$ cat src/design/nss_pkg.sv
/*
  Shared constants and carriers for the settings save and restore controller.
  Assumes a byte-wide register port and a byte-wide buffer register bank port.
*/
package nss_pkg;
  // Register byte addresses in the serial port's register space.
  localparam logic [11:0] ADDR_STATUS_PIN_CFG = 12'h01d;
  localparam logic [11:0] ADDR_UPDATE = 12'h232;
  localparam logic [11:0] ADDR_NVM_STATUS = 12'hb00;
  localparam logic [11:0] ADDR_NVM_ERROR = 12'hb01;
  localparam logic [11:0] ADDR_NVM_CONTROL = 12'hb02;
  localparam logic [11:0] ADDR_NVM_SAVE = 12'hb03;
  // Field positions.
  localparam int BIT_BUSY = 0;
  localparam int BIT_ERROR = 0;
  localparam int BIT_WRITE_EN = 0;
  localparam int BIT_SOFT_RESET = 1;
  localparam int BIT_SAVE = 0;
  localparam int BIT_UPDATE = 0;
  localparam int BIT_PIN_SEL = 7;
  localparam int BIT_OPCODE = 7;
  // Buffer segment placement and operation codes.
  localparam logic [7:0] SEG_PAGE = 8'h0a;
  localparam logic [7:0] SEG_LAST = 8'hff;
  localparam logic [7:0] OP_UPDATE = 8'h80;
  localparam logic [7:0] OP_END = 8'hff;
  // Reset values.
  localparam logic [7:0] RESET_BYTE = 8'h00;
  localparam logic RESET_WRITE_EN = 1'b0;
  // Store geometry default.
  localparam int NVM_AW_DEF = 9;
  // Gap the host keeps between transfers, and its length in clock cycles.
  localparam int CLK_MHZ = 20;
  localparam int GAP_US = 10;
  localparam int GAP_CYC = GAP_US * CLK_MHZ;

  // One access on the register port.
  typedef struct packed {
    logic wr;
    logic rd;
    logic [11:0] addr;
    logic [7:0] wdata;
  } nss_reg_req_t;

  // One access on the buffer register bank port.
  typedef struct packed {
    logic rd;
    logic we;
    logic [15:0] addr;
    logic [7:0] wdata;
  } nss_buf_req_t;
endpackage

$ cat src/design/nss_nvm_mem.sv
/*
  Byte-wide single port memory that models the nonvolatile store.
  Assumes the controller never reads and writes in the same cycle.
*/
module nss_nvm_mem #(
  parameter int AW = 9
) (
  // Clock.
  input wire logic clk_i,
  // Access.
  input wire logic we_i,
  input wire logic re_i,
  input wire logic [AW-1:0] addr_i,
  input wire logic [7:0] wdata_i,
  output logic [7:0] rdata_o
);
  logic [7:0] mem_q [2**AW];

  // Write port and registered read port.
  always_ff @(posedge clk_i)
  begin
    if (we_i)
    begin
      mem_q[addr_i] <= wdata_i;
    end
    if (re_i)
    begin
      rdata_o <= mem_q[addr_i];
    end
  end
endmodule

$ cat src/design/nss_nvm_ctrl.sv
/*
  Control and status of the nonvolatile settings store: save, restore, soft
  reset, write protection, busy and error flags, and the status pin source.
  Assumes the register port gives single-cycle strobes and that the buffer
  bank returns read data in the cycle after its read strobe.
*/
module nss_nvm_ctrl #(
  parameter int NVM_AW = nss_pkg::NVM_AW_DEF
) (
  // Clock and reset.
  input wire logic clk_i,
  input wire logic rst_b_i,
  // Register port.
  input wire nss_pkg::nss_reg_req_t reg_req_i,
  output logic [7:0] reg_rdata_o,
  // Pins.
  input wire logic nvm_sel_b_i,
  input wire logic status_alt_i,
  output logic status_pin_o,
  // Buffer register bank.
  output nss_pkg::nss_buf_req_t buf_req_o,
  input wire logic [7:0] buf_rdata_i,
  // Device events.
  output logic update_o,
  output logic soft_rst_o
);
  import nss_pkg::*;

  typedef enum logic [1:0] {ST_IDLE, ST_READ, ST_WAIT, ST_TAKE} nss_state_t;
  typedef enum logic [2:0] {PH_CMD, PH_AH, PH_AL, PH_DAT, PH_SUM} nss_phase_t;

  nss_state_t state_ff;
  nss_phase_t phase_ff;
  logic save_dir_ff;
  logic [7:0] seg_ptr_ff;
  logic [15:0] dat_ptr_ff;
  logic [6:0] cnt_ff;
  logic [NVM_AW-1:0] nvm_ptr_ff;
  logic [7:0] sum_ff;
  logic err_ff;
  logic write_en_ff;
  logic pin_sel_ff;
  logic save_bit_ff;
  logic soft_bit_ff;
  logic [7:0] mem_rdata;
  logic [7:0] byte_in;
  logic [15:0] bank_addr;
  logic idle;
  logic start_save;
  logic start_load;
  logic upd_wr;
  logic fault;
  logic finish;

  // Request decode.
  assign idle = (state_ff == ST_IDLE);
  assign start_save = reg_req_i.wr && reg_req_i.addr == ADDR_NVM_SAVE &&
                      reg_req_i.wdata[BIT_SAVE] && write_en_ff && idle;
  assign start_load = reg_req_i.wr && reg_req_i.addr == ADDR_NVM_CONTROL &&
                      reg_req_i.wdata[BIT_SOFT_RESET] && !nvm_sel_b_i && idle;
  assign upd_wr = reg_req_i.wr && reg_req_i.addr == ADDR_UPDATE &&
                  reg_req_i.wdata[BIT_UPDATE];

  // Byte moving through the engine and the bank address it belongs to.
  assign byte_in = save_dir_ff ? ((phase_ff == PH_SUM) ? sum_ff : buf_rdata_i) : mem_rdata;
  assign bank_addr = (phase_ff == PH_DAT) ? dat_ptr_ff : {SEG_PAGE, seg_ptr_ff};

  // Abort on store overflow or a segment that runs out without end of data.
  assign fault = (phase_ff != PH_SUM && nvm_ptr_ff == '1) ||
                 (phase_ff == PH_CMD && seg_ptr_ff == SEG_LAST && byte_in != OP_END);
  assign finish = (state_ff == ST_TAKE) && (phase_ff == PH_SUM || fault);

  nss_nvm_mem #(
    .AW(NVM_AW)
  ) u_mem (
    .clk_i(clk_i),
    .we_i(state_ff == ST_TAKE && save_dir_ff),
    .re_i(state_ff == ST_READ && !save_dir_ff),
    .addr_i(nvm_ptr_ff),
    .wdata_i(byte_in),
    .rdata_o(mem_rdata)
  );

  // Transfer sequencer; a new start is accepted whenever idle.
  always_ff @(posedge clk_i or negedge rst_b_i)
  begin
    if (!rst_b_i)
    begin
      state_ff <= ST_IDLE;
      save_dir_ff <= 1'b0;
    end
    else
    begin
      unique case (state_ff)
        ST_IDLE:
        begin
          if (start_save || start_load)
          begin
            state_ff <= ST_READ;
            save_dir_ff <= start_save;
          end
        end
        ST_READ: state_ff <= ST_WAIT;
        ST_WAIT: state_ff <= ST_TAKE;
        ST_TAKE: state_ff <= finish ? ST_IDLE : ST_READ;
      endcase
    end
  end

  // Stream decode: commands, addresses, data and the closing checksum.
  always_ff @(posedge clk_i or negedge rst_b_i)
  begin
    if (!rst_b_i)
    begin
      phase_ff <= PH_CMD;
      seg_ptr_ff <= RESET_BYTE;
      dat_ptr_ff <= '0;
      cnt_ff <= '0;
      nvm_ptr_ff <= '0;
      sum_ff <= RESET_BYTE;
    end
    else if (idle)
    begin
      phase_ff <= PH_CMD;
      seg_ptr_ff <= RESET_BYTE;
      nvm_ptr_ff <= '0;
      sum_ff <= RESET_BYTE;
    end
    else if (state_ff == ST_TAKE && !finish)
    begin
      nvm_ptr_ff <= nvm_ptr_ff + 1'b1;
      sum_ff <= sum_ff + byte_in;
      if (phase_ff != PH_DAT)
      begin
        seg_ptr_ff <= seg_ptr_ff + 1'b1;
      end
      unique case (phase_ff)
        PH_CMD:
        begin
          if (!byte_in[BIT_OPCODE])
          begin
            cnt_ff <= byte_in[6:0];
            phase_ff <= PH_AH;
          end
          else if (byte_in == OP_END)
          begin
            phase_ff <= PH_SUM;
          end
        end
        PH_AH:
        begin
          dat_ptr_ff[15:8] <= byte_in;
          phase_ff <= PH_AL;
        end
        PH_AL:
        begin
          dat_ptr_ff[7:0] <= byte_in;
          phase_ff <= PH_DAT;
        end
        PH_DAT:
        begin
          dat_ptr_ff <= dat_ptr_ff + 1'b1;
          cnt_ff <= cnt_ff - 1'b1;
          if (cnt_ff == '0)
          begin
            phase_ff <= PH_CMD;
          end
        end
        PH_SUM: phase_ff <= PH_SUM;
      endcase
    end
  end

  // Error flag: cleared at each start, set by a fault or a checksum mismatch.
  always_ff @(posedge clk_i or negedge rst_b_i)
  begin
    if (!rst_b_i)
    begin
      err_ff <= 1'b0;
    end
    else if (start_save || start_load)
    begin
      err_ff <= 1'b0;
    end
    else if (state_ff == ST_TAKE)
    begin
      if (fault || (phase_ff == PH_SUM && !save_dir_ff && byte_in != sum_ff))
      begin
        err_ff <= 1'b1;
      end
    end
  end

  // Buffer bank strobes: reads during save, writes during restore.
  always_ff @(posedge clk_i or negedge rst_b_i)
  begin
    if (!rst_b_i)
    begin
      buf_req_o <= '0;
    end
    else
    begin
      buf_req_o.rd <= (state_ff == ST_READ) && save_dir_ff && (phase_ff != PH_SUM);
      buf_req_o.we <= (state_ff == ST_TAKE) && !save_dir_ff && !finish;
      if (state_ff == ST_READ || state_ff == ST_TAKE)
      begin
        buf_req_o.addr <= bank_addr;
      end
      buf_req_o.wdata <= byte_in;
    end
  end

  // Update and soft reset pulses.
  always_ff @(posedge clk_i or negedge rst_b_i)
  begin
    if (!rst_b_i)
    begin
      update_o <= 1'b0;
      soft_rst_o <= 1'b0;
    end
    else
    begin
      update_o <= upd_wr || (state_ff == ST_TAKE && !save_dir_ff &&
                  phase_ff == PH_CMD && byte_in == OP_UPDATE);
      soft_rst_o <= start_load;
    end
  end

  // Software bits; trigger bits stay set until their transfer ends.
  always_ff @(posedge clk_i or negedge rst_b_i)
  begin
    if (!rst_b_i)
    begin
      write_en_ff <= RESET_WRITE_EN;
      pin_sel_ff <= 1'b0;
      save_bit_ff <= 1'b0;
      soft_bit_ff <= 1'b0;
    end
    else
    begin
      if (reg_req_i.wr && reg_req_i.addr == ADDR_NVM_CONTROL)
      begin
        write_en_ff <= reg_req_i.wdata[BIT_WRITE_EN];
      end
      if (reg_req_i.wr && reg_req_i.addr == ADDR_STATUS_PIN_CFG)
      begin
        pin_sel_ff <= reg_req_i.wdata[BIT_PIN_SEL];
      end
      if (start_save)
      begin
        save_bit_ff <= 1'b1;
      end
      else if (finish)
      begin
        save_bit_ff <= 1'b0;
      end
      if (start_load)
      begin
        soft_bit_ff <= 1'b1;
      end
      else if (finish)
      begin
        soft_bit_ff <= 1'b0;
      end
    end
  end

  // Status pin source and register read data.
  always_ff @(posedge clk_i or negedge rst_b_i)
  begin
    if (!rst_b_i)
    begin
      status_pin_o <= 1'b0;
      reg_rdata_o <= RESET_BYTE;
    end
    else
    begin
      status_pin_o <= pin_sel_ff ? !idle : status_alt_i;
      if (reg_req_i.rd)
      begin
        reg_rdata_o <= RESET_BYTE;
        unique case (reg_req_i.addr)
          ADDR_NVM_STATUS: reg_rdata_o[BIT_BUSY] <= !idle;
          ADDR_NVM_ERROR: reg_rdata_o[BIT_ERROR] <= err_ff;
          ADDR_NVM_CONTROL:
          begin
            reg_rdata_o[BIT_WRITE_EN] <= write_en_ff;
            reg_rdata_o[BIT_SOFT_RESET] <= soft_bit_ff;
          end
          ADDR_NVM_SAVE: reg_rdata_o[BIT_SAVE] <= save_bit_ff;
          ADDR_STATUS_PIN_CFG: reg_rdata_o[BIT_PIN_SEL] <= pin_sel_ff;
          default: reg_rdata_o <= RESET_BYTE;
        endcase
      end
    end
  end
endmodule

$ cat config.mk
export PLATFORM = sky130hd
export DESIGN_NAME = nss_nvm_ctrl
export DESIGN_NICKNAME = d
export VERILOG_FILES = /design/src/design/nss_pkg.sv /design/src/design/nss_nvm_mem.sv /design/src/design/nss_nvm_ctrl.sv
export SDC_FILE = /design/constraint.sdc
export NUM_CORES = 2
export LEC_CHECK = 0
export BUFFER_PORTS_ARGS = -buffer_cell sky130_fd_sc_hd__buf_2
export CAP_MARGIN = 20
export CORE_UTILIZATION = 30
export DETAILED_ROUTE_END_ITERATION = 8
export GPL_TIMING_DRIVEN = 0
export PLACE_DENSITY = 0.56
export SLEW_MARGIN = 20
export SYNTH_ARGS = -nofsm -noshare
export SYNTH_HDL_FRONTEND = slang
export SYNTH_HIERARCHICAL = 1
export SYNTH_SLANG_ARGS = --single-unit
$ cat constraint.sdc
create_clock -name clk_i -period 54.6 [get_ports clk_i]
set_input_delay 10.92 -clock clk_i [delete_from_list [all_inputs] [get_ports clk_i]]
set_output_delay 10.92 -clock clk_i [all_outputs]
set_load 0.005 [all_outputs]
==> run summary <==
Placed instance count - 15710
IO buf count - 60
CTS hold repair buffers - 0
Clock latency on the worst-skew pair - 1080 ps
Nets@finish - 8973
Layout fillers - 50170
Final Hold Fails - 0
RSZ-0062 raised after global routing - no
Routed Antenna Nets - 0
Post-synth ARST share - 0.02169
Crit path top cell by count - buf_16
Routed WL - 776.5 mm
Final instance area - 193600 um^2
Synth Flop Type - edfxtp_1
Core Footprint - 544200 um^2
Fraction of layout cells with a size suffix above 1 - 0.2375
Reg2reg setup slack - 45990 ps
Worst Path Max Fanout - 67
Syn-to-layout area delta - 18.14%
Hold crit path type - flop to flop
Worst Tran Pin Value - 1383 ps
Capture point of the worst path - u_mem/mem_q[484][7]$_DFFE_PP_
GRT Overall Usage - 0.2741
Syn avg cell area - 20.02 um^2
TritonCTS clock tree - yes
Vias - 102400
Final setup margin - 41810 ps
TNS Setup - 0 ps
I/O pin count - 71
Clock Path Buffers - 4
Wirelength per Cell - 46.69 um
Max_slew headroom - 0.07780
R2r endpoint - u_mem/rdata_o[6]$_DFFE_PP_
CP endpoint kind - flop
Critical Path Source - buf_rdata_i[7]
Post-synth EDFFs - 4104
Initial drt markers - 20650
Placed Instance Area - 179100 um^2
Num rows - 271
Largest net degree at the start of global routing - 69
Final core utilization - 0.3558
Max Freq - 78.21 MHz
Hold path depth - 2
CTS resizes - 0
PwrDens - 48.92 nW/um^2
H-tree levels - 5
Register area share after synthesis - 0.7659
R2R Path Start - nvm_ptr_ff[1]$_DFFE_PN0P_
Worst path required time - 55400 ps
First-pass GRT wire length - 974.3 mm
Pre-antenna DRT Iters - 7
Die area - 549200 um^2
Overall die width - 741.1 um
Initial Util - 0.3011
Dpl ws - 40880 ps
Mapped cell area - 163900 um^2
Worst endpoint data arrival time - 13580 ps
Global route overflow - 0
WP buf/inv - 6
Fin crit share - 0.2342
Reg2reg path depth - 11
Antenna violations before repair - 128
Synthesized flop and latch total - 4195
Tot Pwr - 9.472 mW
CTS Buf Count - 438
DRC - 0
Startpoint types - input port
Crit. path cell count - 9
Largest delay contributor family on the critical path - buffers and inverters
Max Slew Vio Count - 0
Unique masters post-synth - 88
YS warnings - 6
Max Cap Violations - 0
Hold_ws - 486.4 ps
Die Ht - 741.1 um
Cells after Synth - 8186
CTS Sinks - 4195
Leak - 59.06 nW
Clk_skew - 111.8 ps
Final setup vio count - 0
Post-Layout Cell Count - 16630
Status - finished, final reports clean
Detailed placer's ending HPWL - 544.9 mm
Vias in the first global route - 92070
DR vias/cell - 6.157
Slowest-stage cell, CP - nand2_4
Crit path largest cell delay - 480 ps
Setup bufs post-CTS - 0
Min Tclk post-route - 12790 ps
Root buffer cell - clkbuf_16
RePlAce Congestion - 1.033
Worst vdd ir - 0.03235 mV
CTS clk-pin slew, worst paths - 60 ps
Kind of critical path - input port to flop
Crit-path cells - buf_2, nand2_1, mux2_2, nand2_4, buf_12, buf_16, buf_16, buf_12, buf_16
worst min path at each step:
stage / from / to / slack [ps]
6_report: buf_req_o[8]$_DFFE_PN0P_ / buf_req_o[8]$_DFFE_PN0P_ / 490
5_1_grt: buf_req_o[22]$_DFFE_PN0P_ / buf_req_o[22]$_DFFE_PN0P_ / 530
4_1_cts: buf_req_o[16]$_DFFE_PN0P_ / buf_req_o[16]$_DFFE_PN0P_ / 490
3_5_place_dp: buf_req_o[16]$_DFFE_PN0P_ / buf_req_o[16]$_DFFE_PN0P_ / 480
3_3_place_gp: buf_req_o[18]$_DFFE_PN0P_ / buf_req_o[18]$_DFFE_PN0P_ / 460
2_1_floorplan: buf_req_o[16]$_DFFE_PN0P_ / buf_req_o[16]$_DFFE_PN0P_ / 470
synth_stat cells, drive strengths merged (6+ instances only):
cell type / instances / area [um^2]
nor4bb: 6 / 60.06
nor2b: 32 / 200.2
a2111oi: 9 / 91.34
nor2: 596 / 2237
o221ai: 13 / 113.9
nand4: 60 / 375.4
edfxtp: 4104 / 123200
mux2i: 446 / 4464
buf: 299 / 1863
nand2b: 10 / 62.56
a221oi: 94 / 829.5
o22ai: 121 / 757.0
and3: 31 / 193.9
nor3: 43 / 215.2
nand2: 183 / 686.9
clkbuf: 225 / 845.8
nor4: 46 / 309.0
mux2: 25 / 281.5
o31ai: 18 / 135.1
o2111ai: 6 / 52.55
ha: 16 / 200.2
nand3: 76 / 380.4
dfrtp: 91 / 2277
nand4b: 11 / 102.6
a211oi: 44 / 330.3
and2: 21 / 131.4
a22o: 47 / 411.6
a32oi: 26 / 227.7
a31oi: 85 / 531.8
o21ai: 91 / 455.4
nor3b: 16 / 125.1
or4: 20 / 150.1
mux4: 816 / 18380
o211ai: 16 / 120.1
nand3b: 8 / 60.06
a21oi: 124 / 620.6
a2bb2oi: 6 / 52.55
inv: 29 / 108.9
or3: 10 / 62.56
and4: 6 / 52.55
a22oi: 181 / 1364
kinds of logic after synthesis:
group           Yosys count  synth area share
flops                  4195            0.7659
mux                    1287            0.1411
simple gates           1204           0.03471
compound gates          925           0.03955
buf+inv                 553           0.01719
fa+ha+maj                17          0.001344
xor+xnor                  4         0.0002137
other cells               1        0.00002288
flip-flops by register name, indices dropped and copies added, names as in the netlist:
signal / cells
buf_req_o: 26
cnt_ff: 7
dat_ptr_ff: 16
err_ff: 1
nvm_ptr_ff: 9
phase_ff: 3
pin_sel_ff: 1
reg_rdata_o: 3
save_bit_ff: 1
save_dir_ff: 1
seg_ptr_ff: 8
soft_bit_ff: 1
soft_rst_o: 1
state_ff: 2
status_pin_o: 1
sum_ff: 8
u_mem/mem_q: 4096
u_mem/rdata_o: 8
update_o: 1
write_en_ff: 1
power breakdown:
part	switching [mW]	total [mW]	internal (mW)	leakage (nW)
Clock	1.30	3.00	1.70	6.89
Sequential	0.0193	3.68	3.66	38.1
Combinational	2.07	2.80	0.726	14.1
Total	3.39	9.47	6.08	59.1
routing by layer:
metal / global-route usage / up-vias / wire length, um
met5: 0.004193 / - / 661
met4: 0.2052 / 26 / 66680
met3: 0.09495 / 1947 / 116600
met2: 0.3862 / 10260 / 324500
met1: 0.3471 / 54460 / 268200
li1: - / 35710 / -
placed cells by master (no fill, tap or decap), drive strengths merged, types with 46 or more instances in the layout:
| cell | instances |
|---|---|
| edfxtp | 4104 |
| mux4 | 816 |
| clkbuf | 763 |
| nor2 | 596 |
| buf | 589 |
| mux2i | 446 |
| clkinv | 190 |
| nand2 | 183 |
| a22oi | 181 |
| a21oi | 124 |
| o22ai | 121 |
| diode | 119 |
| a221oi | 94 |
| o21ai | 91 |
| dfrtp | 91 |
| a31oi | 85 |
| nand3 | 76 |
| nand4 | 60 |
| a22o | 47 |
| nor4 | 46 |
layout make-up:
cell class                 count  area (um^2)  share of cell area
sequential                  4195       125500              0.6483
inverter                      29        108.9           0.0005622
clock buffer                 537        11410             0.05891
buffer                       524         2988             0.01543
clock inverter               260         2773             0.01432
antenna                      119        297.8            0.001538
tap                         7234         9051             0.04675
timing repair buffer         292         5542             0.02862
multi-input combinational   3442        35930              0.1856
worst register-to-register path: stages, from the launching register on:
cell	delay (ps)
dfrtp_1	440
buf_2	460
buf_6	450
buf_2	970
buf_2	970
buf_4	900
buf_4	790
mux4_2	420
a21oi_1	730
a31oi_1	190
nor3_1	970
nand4_1	840
(Power assumes the default switching activity.)
